$ cat src/rtl/tmv_pkg.sv
// package for the 8-bit trigger timer: register map, fields, codes
// assumes a 32-bit apb slave, one word per register
package tmv_pkg;
  // ****************************************
  // register byte offsets
  // ****************************************
  localparam logic [7:0] OFF_CTRL0 = 8'h00;
  localparam logic [7:0] OFF_CSR = 8'h04;
  localparam logic [7:0] OFF_CMPA = 8'h08;
  localparam logic [7:0] OFF_CMPB = 8'h0c;
  localparam logic [7:0] OFF_CNT = 8'h10;
  localparam logic [7:0] OFF_TRIG = 8'h14;
  // ****************************************
  // reset values and fixed bits
  // ****************************************
  localparam logic [7:0] CMP_RST = 8'hff;
  localparam logic [7:0] TRIG_ONES = 8'he2;
  localparam logic [7:0] CSR_ONES = 8'h10;
  localparam logic [1:0] SEL_NONE = 2'h0;
  localparam logic [1:0] SEL_LO = 2'h1;
  localparam logic [1:0] SEL_HI = 2'h2;
  localparam logic [1:0] SEL_BOTH = 2'h3;
  localparam logic [6:0] DIV_W = 7'h7f;
  // ****************************************
  // carriers
  // ****************************************
  typedef struct packed {
    logic cmpBIrqEnable;
    logic cmpAIrqEnable;
    logic ovfIrqEnable;
    logic [1:0] clearSelect;
    logic [2:0] clockSelect;
  } tmv_ctrl0_s;
  typedef struct packed {
    logic [1:0] edgeSelect;
    logic trigModeEnable;
    logic clockSelectLow;
  } tmv_trig_s;
  typedef struct packed {
    logic cmpBFlag;
    logic cmpAFlag;
    logic ovfFlag;
  } tmv_flags_s;
endpackage

$ cat src/rtl/tmv_timer.sv
// 8-bit trigger timer with two compares, waveform output, apb registers
// assumes pins arrive asynchronous to core_clk; clear pulses >= 1.5 clocks
//
// How it works
// - reserved trigger bits 7-5 and 1 read one
// - edge field selects none, rise, fall, both
// - trigger mode runs at once, halts on clear, edge restarts
// - low select bit joins three select bits
// - six divided internal, three external, four codes off
// - counting begins once a source is selected
// - wrap to zero sets overflow flag, irq
// - flag cleared by zero after read as one
// - compare continuously, match sets compare flag
// - enabled compare flags raise interrupt
// - compare drives waveform per select field
// - output select none, low, high, toggle
// - waveform low after reset until compare
// - clear select one/two clear on A/B
// - clear select three uses clear pin rise
// - trigger mode stops after clear, edge resumes
// - clear beats cpu counter write
// - cpu counter write beats increment
// - compare register write suppresses compare event
// - simultaneous actions: toggle, high, then low
// - falling edge of divided clock increments
// - source switch may add one increment
// - clear on A gives free periodic pulse
// - trigger plus clear on B gives one pulse
`timescale 1ns/100ps
module tmv_timer (
  input wire logic core_clk,
  input wire logic rst,
  input wire logic clkEn,
  input wire logic psel,
  input wire logic penable,
  input wire logic pwrite,
  input wire logic [31:0] paddr,
  input wire logic [31:0] pwdata,
  output logic [31:0] prdata,
  output logic pready,
  output logic pslverr,
  input wire logic extClockPin,
  input wire logic trigger_input_pin,
  input wire logic external_clear_pin,
  output logic waveform_output_pin,
  output logic irqRequest
);
  // ****************************************
  // pin synchronisers
  // ****************************************
  logic [2:0] syncA_q, syncA_d, syncB_q, syncB_d, last_q, last_d;
  always_comb
  begin
    syncA_d = {extClockPin, trigger_input_pin, external_clear_pin};
    syncB_d = syncA_q;
    last_d = syncB_q;
  end
  always_ff @(posedge core_clk)
  begin
    if (rst)
    begin
      syncA_q <= 3'h0;
      syncB_q <= 3'h0;
      last_q <= 3'h0;
    end
    else if (clkEn)
    begin
      syncA_q <= syncA_d;
      syncB_q <= syncB_d;
      last_q <= last_d;
    end
  end
  logic extRise, extFall, trgRise, trgFall, clrRise;
  assign extRise = syncB_q[2] & ~last_q[2];
  assign extFall = ~syncB_q[2] & last_q[2];
  assign trgRise = syncB_q[1] & ~last_q[1];
  assign trgFall = ~syncB_q[1] & last_q[1];
  assign clrRise = syncB_q[0] & ~last_q[0];

  // ****************************************
  // registers
  // ****************************************
  tmv_pkg::tmv_ctrl0_s ctrl0_q, ctrl0_d;
  tmv_pkg::tmv_trig_s trig_q, trig_d;
  tmv_pkg::tmv_flags_s flags_q, flags_d, seen_q, seen_d;
  logic [3:0] outSel_q, outSel_d;
  logic [7:0] cmpA_q, cmpA_d, cmpB_q, cmpB_d, cnt_q, cnt_d;
  logic [6:0] div_q, div_d;
  logic srcLevel_q, srcLevel_d, halted_q, halted_d, wave_q, wave_d;
  logic rdWait_q, rdWait_d;
  logic [31:0] rdata_q, rdata_d;

  logic access, wrEn, rdEn, mapped;
  logic wrCtrl0, wrCsr, wrCmpA, wrCmpB, wrCnt, wrTrig;
  logic [7:0] wbyte;
  assign access = psel & penable & clkEn;
  assign wrEn = access & pwrite;
  assign rdEn = access & ~pwrite & ~rdWait_q;
  assign wbyte = pwdata[7:0];
  always_comb
  begin
    wrCtrl0 = 1'b0;
    wrCsr = 1'b0;
    wrCmpA = 1'b0;
    wrCmpB = 1'b0;
    wrCnt = 1'b0;
    wrTrig = 1'b0;
    mapped = 1'b1;
    if (paddr[31:0] == {24'h0, tmv_pkg::OFF_CTRL0})
      wrCtrl0 = wrEn;
    else if (paddr[31:0] == {24'h0, tmv_pkg::OFF_CSR})
      wrCsr = wrEn;
    else if (paddr[31:0] == {24'h0, tmv_pkg::OFF_CMPA})
      wrCmpA = wrEn;
    else if (paddr[31:0] == {24'h0, tmv_pkg::OFF_CMPB})
      wrCmpB = wrEn;
    else if (paddr[31:0] == {24'h0, tmv_pkg::OFF_CNT})
      wrCnt = wrEn;
    else if (paddr[31:0] == {24'h0, tmv_pkg::OFF_TRIG})
      wrTrig = wrEn;
    else
      mapped = 1'b0;
  end

  // ****************************************
  // read wait state
  // ****************************************
  // one wait cycle on reads: registered data stands at the ready edge
  logic rdFirst;
  assign rdFirst = psel & penable & ~pwrite & ~rdWait_q;

  // ****************************************
  // clock source selection
  // ****************************************
  logic [3:0] code;
  logic srcLevel, internalSrc, tick;
  assign code = {ctrl0_q.clockSelect, trig_q.clockSelectLow};
  // divider tap n runs at the core clock divided by two to the n+1
  always_comb
  begin
    srcLevel = 1'b0;
    internalSrc = 1'b1;
    tick = 1'b0;
    case (code)
      4'h2: srcLevel = div_q[1];
      4'h3: srcLevel = div_q[2];
      4'h4: srcLevel = div_q[3];
      4'h5: srcLevel = div_q[4];
      4'h6: srcLevel = div_q[5];
      4'h7: srcLevel = div_q[6];
      4'ha, 4'hb:
      begin
        internalSrc = 1'b0;
        tick = extRise;
      end
      4'hc, 4'hd:
      begin
        internalSrc = 1'b0;
        tick = extFall;
      end
      4'he, 4'hf:
      begin
        internalSrc = 1'b0;
        tick = extRise | extFall;
      end
      default: internalSrc = 1'b1;
    endcase
    if (internalSrc)
      tick = srcLevel_q & ~srcLevel;
    else
      srcLevel = 1'b0;
  end

  // ****************************************
  // compare, clear, count
  // ****************************************
  logic matchA, matchB, cmpEvA, cmpEvB, clearEv, trigEdge, incr;
  assign matchA = (cnt_q == cmpA_q);
  assign matchB = (cnt_q == cmpB_q);
  // event in last state of equality: next increment leaves the value
  assign cmpEvA = matchA & incr & ~wrCmpA;
  assign cmpEvB = matchB & incr & ~wrCmpB;
  always_comb
  begin
    case (ctrl0_q.clearSelect)
      tmv_pkg::SEL_LO: clearEv = cmpEvA;
      tmv_pkg::SEL_HI: clearEv = cmpEvB;
      tmv_pkg::SEL_BOTH: clearEv = clrRise;
      default: clearEv = 1'b0;
    endcase
    case (trig_q.edgeSelect)
      tmv_pkg::SEL_LO: trigEdge = trgRise;
      tmv_pkg::SEL_HI: trigEdge = trgFall;
      tmv_pkg::SEL_BOTH: trigEdge = trgRise | trgFall;
      default: trigEdge = 1'b0;
    endcase
  end
  assign incr = tick & ~(trig_q.trigModeEnable & halted_q);

  logic [2:0] act;
  always_comb
  begin
    div_d = div_q + 7'h01;
    srcLevel_d = srcLevel;
    cnt_d = cnt_q;
    if (clearEv)
      cnt_d = 8'h00;
    else if (wrCnt)
      cnt_d = wbyte;
    else if (incr)
      cnt_d = cnt_q + 8'h01;
    halted_d = halted_q;
    if (!trig_q.trigModeEnable)
      halted_d = 1'b0;
    else if (clearEv)
      halted_d = 1'b1;
    else if (trigEdge)
      halted_d = 1'b0;
    // output action priority toggle > high > low
    act = {(cmpEvA & outSel_q[1:0] == tmv_pkg::SEL_BOTH)
             | (cmpEvB & outSel_q[3:2] == tmv_pkg::SEL_BOTH),
           (cmpEvA & outSel_q[1:0] == tmv_pkg::SEL_HI)
             | (cmpEvB & outSel_q[3:2] == tmv_pkg::SEL_HI),
           (cmpEvA & outSel_q[1:0] == tmv_pkg::SEL_LO)
             | (cmpEvB & outSel_q[3:2] == tmv_pkg::SEL_LO)};
    if (act[2])
      wave_d = ~wave_q;
    else if (act[1])
      wave_d = 1'b1;
    else if (act[0])
      wave_d = 1'b0;
    else
      wave_d = wave_q;
  end

  // ****************************************
  // register writes and flags
  // ****************************************
  logic rdCsr;
  assign rdCsr = rdEn & (paddr[31:0] == {24'h0, tmv_pkg::OFF_CSR});
  always_comb
  begin
    ctrl0_d = wrCtrl0 ? tmv_pkg::tmv_ctrl0_s'(wbyte) : ctrl0_q;
    trig_d = wrTrig ? tmv_pkg::tmv_trig_s'({wbyte[4:2], wbyte[0]}) : trig_q;
    outSel_d = wrCsr ? wbyte[3:0] : outSel_q;
    cmpA_d = wrCmpA ? wbyte : cmpA_q;
    cmpB_d = wrCmpB ? wbyte : cmpB_q;
    flags_d = flags_q;
    seen_d = seen_q;
    if (rdCsr)
      seen_d = flags_q;
    if (wrCsr)
    begin
      // zero clears only a flag seen as one
      flags_d = flags_q & ~(seen_q & ~tmv_pkg::tmv_flags_s'(wbyte[7:5]));
      seen_d = '0;
    end
    if (cmpEvB)
      flags_d.cmpBFlag = 1'b1;
    if (cmpEvA)
      flags_d.cmpAFlag = 1'b1;
    if (incr & ~clearEv & ~wrCnt & (cnt_q == 8'hff))
      flags_d.ovfFlag = 1'b1;
  end

  // ****************************************
  // read mux
  // ****************************************
  always_comb
  begin
    rdWait_d = rdFirst;
    rdata_d = rdata_q;
    if (rdEn)
    begin
      rdata_d = 32'h0;
      if (paddr[31:0] == {24'h0, tmv_pkg::OFF_CTRL0})
        rdata_d[7:0] = ctrl0_q;
      else if (paddr[31:0] == {24'h0, tmv_pkg::OFF_CSR})
        rdata_d[7:0] = {flags_q, 1'b0, outSel_q} | tmv_pkg::CSR_ONES;
      else if (paddr[31:0] == {24'h0, tmv_pkg::OFF_CMPA})
        rdata_d[7:0] = cmpA_q;
      else if (paddr[31:0] == {24'h0, tmv_pkg::OFF_CMPB})
        rdata_d[7:0] = cmpB_q;
      else if (paddr[31:0] == {24'h0, tmv_pkg::OFF_CNT})
        rdata_d[7:0] = cnt_q;
      else if (paddr[31:0] == {24'h0, tmv_pkg::OFF_TRIG})
        rdata_d[7:0] = {3'h0, trig_q.edgeSelect, trig_q.trigModeEnable, 1'b0,
                        trig_q.clockSelectLow} | tmv_pkg::TRIG_ONES;
    end
  end

  always_ff @(posedge core_clk)
  begin
    if (rst)
    begin
      ctrl0_q <= '0;
      trig_q <= '0;
      flags_q <= '0;
      seen_q <= '0;
      outSel_q <= 4'h0;
      cmpA_q <= tmv_pkg::CMP_RST;
      cmpB_q <= tmv_pkg::CMP_RST;
      cnt_q <= 8'h00;
      div_q <= 7'h00;
      srcLevel_q <= 1'b0;
      halted_q <= 1'b0;
      wave_q <= 1'b0;
      rdata_q <= 32'h0;
      rdWait_q <= 1'b0;
    end
    else if (clkEn)
    begin
      ctrl0_q <= ctrl0_d;
      trig_q <= trig_d;
      flags_q <= flags_d;
      seen_q <= seen_d;
      outSel_q <= outSel_d;
      cmpA_q <= cmpA_d;
      cmpB_q <= cmpB_d;
      cnt_q <= cnt_d;
      div_q <= div_d;
      srcLevel_q <= srcLevel_d;
      halted_q <= halted_d;
      wave_q <= wave_d;
      rdata_q <= rdata_d;
      rdWait_q <= rdWait_d;
    end
  end

  // ****************************************
  // outputs
  // ****************************************
  assign prdata = rdata_q;
  // writes answer at once; a frozen clock holds every answer off
  assign pready = clkEn & ~rdFirst;
  assign pslverr = psel & penable & ~mapped;
  assign waveform_output_pin = wave_q;
  assign irqRequest = (flags_q.ovfFlag & ctrl0_q.ovfIrqEnable)
    | (flags_q.cmpAFlag & ctrl0_q.cmpAIrqEnable)
    | (flags_q.cmpBFlag & ctrl0_q.cmpBIrqEnable);
endmodule

$ cat config.mk
export PLATFORM = sky130hd
export DESIGN_NAME = tmv_timer
export DESIGN_NICKNAME = d
export VERILOG_FILES = /design/src/rtl/tmv_pkg.sv /design/src/rtl/tmv_timer.sv
export SDC_FILE = /design/constraint.sdc
export NUM_CORES = 1
export LEC_CHECK = 0
export ABC_AREA = 1
export BUFFER_PORTS_ARGS = -buffer_cell sky130_fd_sc_hd__buf_2
export CORE_ASPECT_RATIO = 0.75
export CORE_MARGIN = 4
export CORE_UTILIZATION = 25
export DETAILED_ROUTE_END_ITERATION = 10
export HOLD_SLACK_MARGIN = 0.15
export SETUP_SLACK_MARGIN = 0.2
export SYNTH_ARGS = -nofsm -noshare
export SYNTH_HDL_FRONTEND = slang
export SYNTH_SLANG_ARGS = --single-unit
$ cat constraint.sdc
create_clock -name core_clk -period 3.9 [get_ports core_clk]
set_input_delay 0.195 -clock core_clk [delete_from_list [all_inputs] [get_ports core_clk]]
set_output_delay 0.195 -clock core_clk [all_outputs]
set_load 0.02 [all_outputs]
Word level (Yosys, flattened, before mapping):

Index checks and enable logic that the tools add are counted.

* logic and storage cells: 201
* output and inout port bits: 36
* register bits after elaboration: 74
* memory bits (writable): 0
* bits in read-only memories: 0
* memories: 0
* bits in latches: 0

* $add $sub $neg: 2
* equal/unequal tests: 33
* magnitude comparators: 0
* multiplexer cells: 54
* divide/modulo/power cells: 0
* shift-type cells: 0
* multipliers: 0
* bitwise operators: 61
* reductions and logical operators: 24

Operators by type and width (count)
* 8-bit two-way mux: 9
* 32-bit by 4-bit equality test with 1-bit output, second input constant: 2
* 32-bit by 5-bit equality test with 1-bit output, second input constant: 2
* 1-bit two-way mux: 38
* 1-bit bitwise AND: 34
* 32-bit by 3-bit equality test with 1-bit output, second input constant: 1
* 32-bit zero test: 1
* 2-bit AND reduction: 13
* 4-bit equality test, second input constant: 6
* 2-bit equality test, second input constant: 8
* 4-bit by 3-bit equality test with 1-bit output, second input constant: 4
* 8-bit equality test: 2
* 1-bit NOT: 16
* 3-bit two-way mux: 3
* 1-bit one-hot mux with 3 select lines: 3
* 8-bit by 1-bit adder with 8-bit output, second input constant: 1
* 2-bit by 1-bit equality test with 1-bit output, second input constant: 4
* 4-bit by 2-bit equality test with 1-bit output, second input constant: 2
* 8-bit equality test, second input constant: 1
* 2-bit nonzero test: 4
* 7-bit by 1-bit adder with 7-bit output, second input constant: 1
* 1-bit bitwise OR: 7
* 3-bit bitwise AND: 2
* 3-bit NOT: 2
* 5 further kinds: 8

Longest topological paths before layout:

* depth after elaboration: 16
* depth in mapped cells: 16

Worst setup path before layout:

Ideal clock, no wire load.

* path kind: reg-to-reg
* start point: reg last_q[2]
* end point: reg cnt_q[6]
* setup slack: 2.099 ns
* data required time: 3.836 ns
* period minus slack after synthesis: 1.801 ns
* stages on the path, launching flop included: 16
* library setup time: 0.064 ns
* arrival: 1.737 ns
* cells stage by stage: dfxtp_1 > inv_1 > ha_1 > nand2_1 > nand2_1 > nand3b_1 > nand2_1 > nor2_4 > nand3_2 > nand2_1 > nand2_2 > nand4_4 > nand2_4 > inv_2 > nor2_1 > nor2_1

* longest elaborated chain between the ends: 11

RTL lines
* start: declaration: RTL line tmv_timer.sv:51 `logic [2:0] syncA_q, syncA_d, syncB_q, syncB_d, last_q, last_d;`
* start signal: assignment: RTL line tmv_timer.sv:70 `last_q <= last_d;`
* 1-bit NOT: RTL line tmv_timer.sv:74 `assign extRise = syncB_q[2] & ~last_q[2];`
* 1-bit bitwise AND: RTL line tmv_timer.sv:74
* 1-bit bitwise OR: RTL line tmv_timer.sv:164 `tick = extRise | extFall;`
* 1-bit one-hot mux with 3 select lines (*): RTL line tmv_timer.sv:144 `case (code)`
* 1-bit two-way mux (*): RTL line tmv_timer.sv:168 `if (internalSrc)`
* 1-bit bitwise AND (*): RTL line tmv_timer.sv:198 `assign incr = tick & ~(trig_q.trigModeEnable & halted_q);`
* 1-bit bitwise AND, on equally long branches (2 in a row): RTL line tmv_timer.sv:182, tmv_timer.sv:181
* 1-bit one-hot mux with 3 select lines: RTL line tmv_timer.sv:185 `case (ctrl0_q.clearSelect)`
* 3-bit nonzero test (no source line)
* 2-bit AND reduction (no source line)
* end signal: assignment: RTL line tmv_timer.sv:320 `cnt_q <= cnt_d;`
* end: declaration: RTL line tmv_timer.sv:87 `logic [7:0] cmpA_q, cmpA_d, cmpB_q, cmpB_d, cnt_q, cnt_d;`

Mark *: on every way between the ends. The rest lies on a longest branch, timed or not.
A chain may end at the register's enable or synchronous reset.

Worst setup path in the final report:

* start point: in clkEn
* end point: reg cnt_q[5]

* longest elaborated chain between the ends: 11

RTL lines
* start: declaration: RTL line tmv_timer.sv:33 `input wire logic clkEn,`
* 1-bit bitwise AND: RTL line tmv_timer.sv:96 `assign access = psel & penable & clkEn;`
* 1-bit bitwise AND: RTL line tmv_timer.sv:97 `assign wrEn = access & pwrite;`
* 1-bit two-way mux: RTL line tmv_timer.sv:115 `else if (paddr[31:0] == {24'h0, tmv_pkg::OFF_CMPB})`
* 1-bit two-way mux: RTL line tmv_timer.sv:113 `else if (paddr[31:0] == {24'h0, tmv_pkg::OFF_CMPA})`
* 1-bit two-way mux: RTL line tmv_timer.sv:111 `else if (paddr[31:0] == {24'h0, tmv_pkg::OFF_CSR})`
* 1-bit two-way mux: RTL line tmv_timer.sv:109 `if (paddr[31:0] == {24'h0, tmv_pkg::OFF_CTRL0})`
* 1-bit NOT: RTL line tmv_timer.sv:182 `assign cmpEvB = matchB & incr & ~wrCmpB;`
* 1-bit bitwise AND: RTL line tmv_timer.sv:182
* 1-bit one-hot mux with 3 select lines: RTL line tmv_timer.sv:185
* 3-bit nonzero test (no source line)
* 2-bit AND reduction (no source line)

Several ways; a longest one is shown, not always the timed one.

==> impl_metrics.py <==
metrics = {
    "outcome": {
        "status": "finished clean",
    },
    "layout": {
        "antenna-diode-count": 0,
        "layout.cells.most_common": "nand2_1",
        "layout_common_cells": "120 x nand2_1, 89 x nor2_1, 74 x dfxtp_1",
        "filler_cell_count": 1863,
        "area_growth_pct": 18.6,
        "finalNonFillerCells": 906,
        "fin_nets": 765,
        "drive_gt1_frac": 0.148,
    },
    "sta": {
        "hold_slack_ns": 0.235,
        "finalClockSkew_ns": 0.00866,
        "fin_crit_ns": 2.33,
        "fin_crit_sh": 0.598,
        "slew_violations": 0,
        "rsz0062_at_grt": "no",
        "max-slew-margin-rel": 0.478,
        "fmax_ghz": 0.429,
        "fin_ws_ns": 1.57,
        "worst_pin_slew_ns": 0.777,
        "tns_ns": 0,
        "setup_viol": 0,
        "hold_violations": 0,
    },
    "setup_path": {
        "crit_chain": "buf_2 -> buf_4 -> inv_2 -> nor3_4 -> nand3_4 -> nand3_2 -> nand2_1 -> nand2_2 -> nand2_1 -> a21oi_1 -> nor2_1 -> nor2_1",
        "slowest_stage": "nor3_4",
        "crit_type": "in -> reg",
        "slowest_delay_ns": 0.55,
        "crit_path_end_kind": "flop",
        "cp_max_fo": 23,
        "worstSetupStartpointType": "input pin",
        "critPathRequiredTime_ns": 4.18,
        "cp.arrival_ns": 2.61,
    },
    "die": {
        "io_pins": 109,
        "die_w_um": 160,
        "dieArea_um2": 19500,
        "rows": 41,
        "start_util": 0.256,
        "die_h_um": 122,
        "core-area_um2": 16900,
    },
    "drt": {
        "drc_errors": 0,
        "drt-total-wl_um": 12500,
        "drtAntennaViolNets": 0,
        "route.detailed.wl_per_inst_um": 13.8,
        "num_vias": 4221,
        "drtIter0Drc": 312,
        "drtPass1Iterations": 5,
        "vias_per_cell": 4.66,
    },
    "clock_tree": {
        "clk_path_buf_depth": 2,
        "cts_resized": 0,
        "hold_buffers": 3,
        "cts-root-buf": "clkbuf_16",
        "cts_buffers": 9,
        "clk_latency_ns": 0.34,
        "htreeDepth": 3,
        "postCtsSetupBuffers": 0,
        "cts_sinks": 74,
        "clk_pin_slew_worst_paths_ns": 0.06,
        "cts_tree": "built",
    },
    "grt": {
        "grt_pass1_vias": 3767,
        "gr-total-overflow": 0,
        "grt_usage": 0.129,
        "grt_max_degree": 45,
        "grt_pass1_wl_um": 19900,
        "antenna_found_initial": 0,
    },
    "pwr": {
        "powerDensity_nw_per_um2": 374,
        "p_leak_nw": 2.26,
        "totalPowerFinal_mw": 1.92,
        "ir_drop_mv": 0.203,
    },
    "synthesis": {
        "synth_compound_area_frac": 0.177,
        "yosys.area_share.simple": 0.306,
        "synth_edf_count": 0,
        "synth_area_um2": 4320,
        "ys_ff_latch": 74,
        "synth_mux_area_frac": 0,
        "synthCells": 630,
        "synth_top_family_by_area": "simple AND/OR/NAND/NOR gates",
        "yosys_warnings": 0,
        "async_reset_ff_frac": 0,
        "synth_fa_ha_area_frac": 0.0174,
        "synth_cell_types": 43,
        "postSynthAreaPerCell_um2": 6.86,
        "ys_seq_area_frac": 0.343,
        "synth_xor_area_frac": 0.0425,
        "ys.flop_type": "dfxtp_1",
    },
    "place": {
        "gp_congestion": 0.915,
        "port_buffers": 60,
        "dp_cells": 887,
        "dp_slack_ns": 1.25,
        "dpl.hpwl_um": 9500,
    },
    "min_path": {
        "hold_class": "in -> reg",
    },
    "flow_run": {
        "drv_cap": 0,
    },
}
where the power goes:
group	leakage [nW]	internal, mW	switching (mW)
Combinational	1.49	0.0502	0.101
Clock	0.171	0.632	0.353
Sequential	0.600	0.770	0.0139
Total	2.26	1.45	0.468
final timing paths:
| check | from | end | slack [ns] | cells past startpoint |
|---|---|---|---|---|
| setup reg to reg | last_q[2] | cnt_q[5] | 1.69 | 14 |
| setup / recovery | clkEn | cnt_q[5] | 1.57 | 12 |
| hold reg to reg | last_q[0] | last_q[0] | 0.46 | 2 |
| hold / removal | pwdata[5] | ctrl0_q[5] | 0.23 | 3 |
state kept, by name (all words and copies together), names as in the netlist, 4 cells and up:
register  count
cmpA_q        8
cmpB_q        8
cnt_q         8
code          4
ctrl0_q       5
div_q         7
outSel_q      4
prdata        8
per-stage QoR:
stage | cell area (um2) | utilization
after floorplan | 4410 | -
after global placement | 4750 | 0.281
after detailed placement | 4750 | 0.281
after CTS | 5130 | 0.304
after global routing | 5130 | 0.304
final | 5130 | 0.304
cells by family after synthesis:
| family | count (synthesis) |
|---|---|
| other cells | 1 |
| fa+ha+maj | 6 |
| compound gates | 129 |
| flops | 74 |
| xor+xnor | 21 |
| simple gates | 293 |
| buf+inv | 106 |
final cells by class:
class                           count  area, um2  area share
Sequential cell                    74       1480       0.289
Inverter                           62        233      0.0454
Clock inverter                      7        125      0.0244
Tap cell                          215        269      0.0525
Clock buffer                        9        225      0.0439
Timing Repair Buffer               66        353      0.0688
Multi-Input combinational cell    473       2440       0.476
routing by layer:
metal  vias to the layer above  GRT usage  wire length [um]
li1                       2179          -                 -
met1                      1892      0.194              6520
met2                       136      0.180              4970
met3                        14     0.0355               891
met4                         0     0.0312               147
met5                         -          0                 0
worst max-delay path: cells and delay by family:
family	cells	cell delay [ns]
buf+inv	3	0.56
simple gates	8	1.64
compound gates	1	0.19
synthesized netlist by cell type, drive strengths merged (2+ instances only):
master,number,area (um2)
dfxtp,74,1480
nand3b,3,22.5
buf,28,199
xnor2,16,140
a221oi,4,35.0
a31oi,4,25.0
clkbuf,16,60.1
a21oi,39,195
ha,6,75.1
o221ai,2,17.5
o21ai,44,220
a211oi,9,67.6
inv,61,229
nor2,93,364
nand2,122,468
nor4,3,18.8
nand3,45,248
or2,2,12.5
nand4,17,134
o22ai,2,12.5
nor3,8,56.3
o211ai,21,158
xor2,5,43.8
Power figures use the tool's default switching activity.
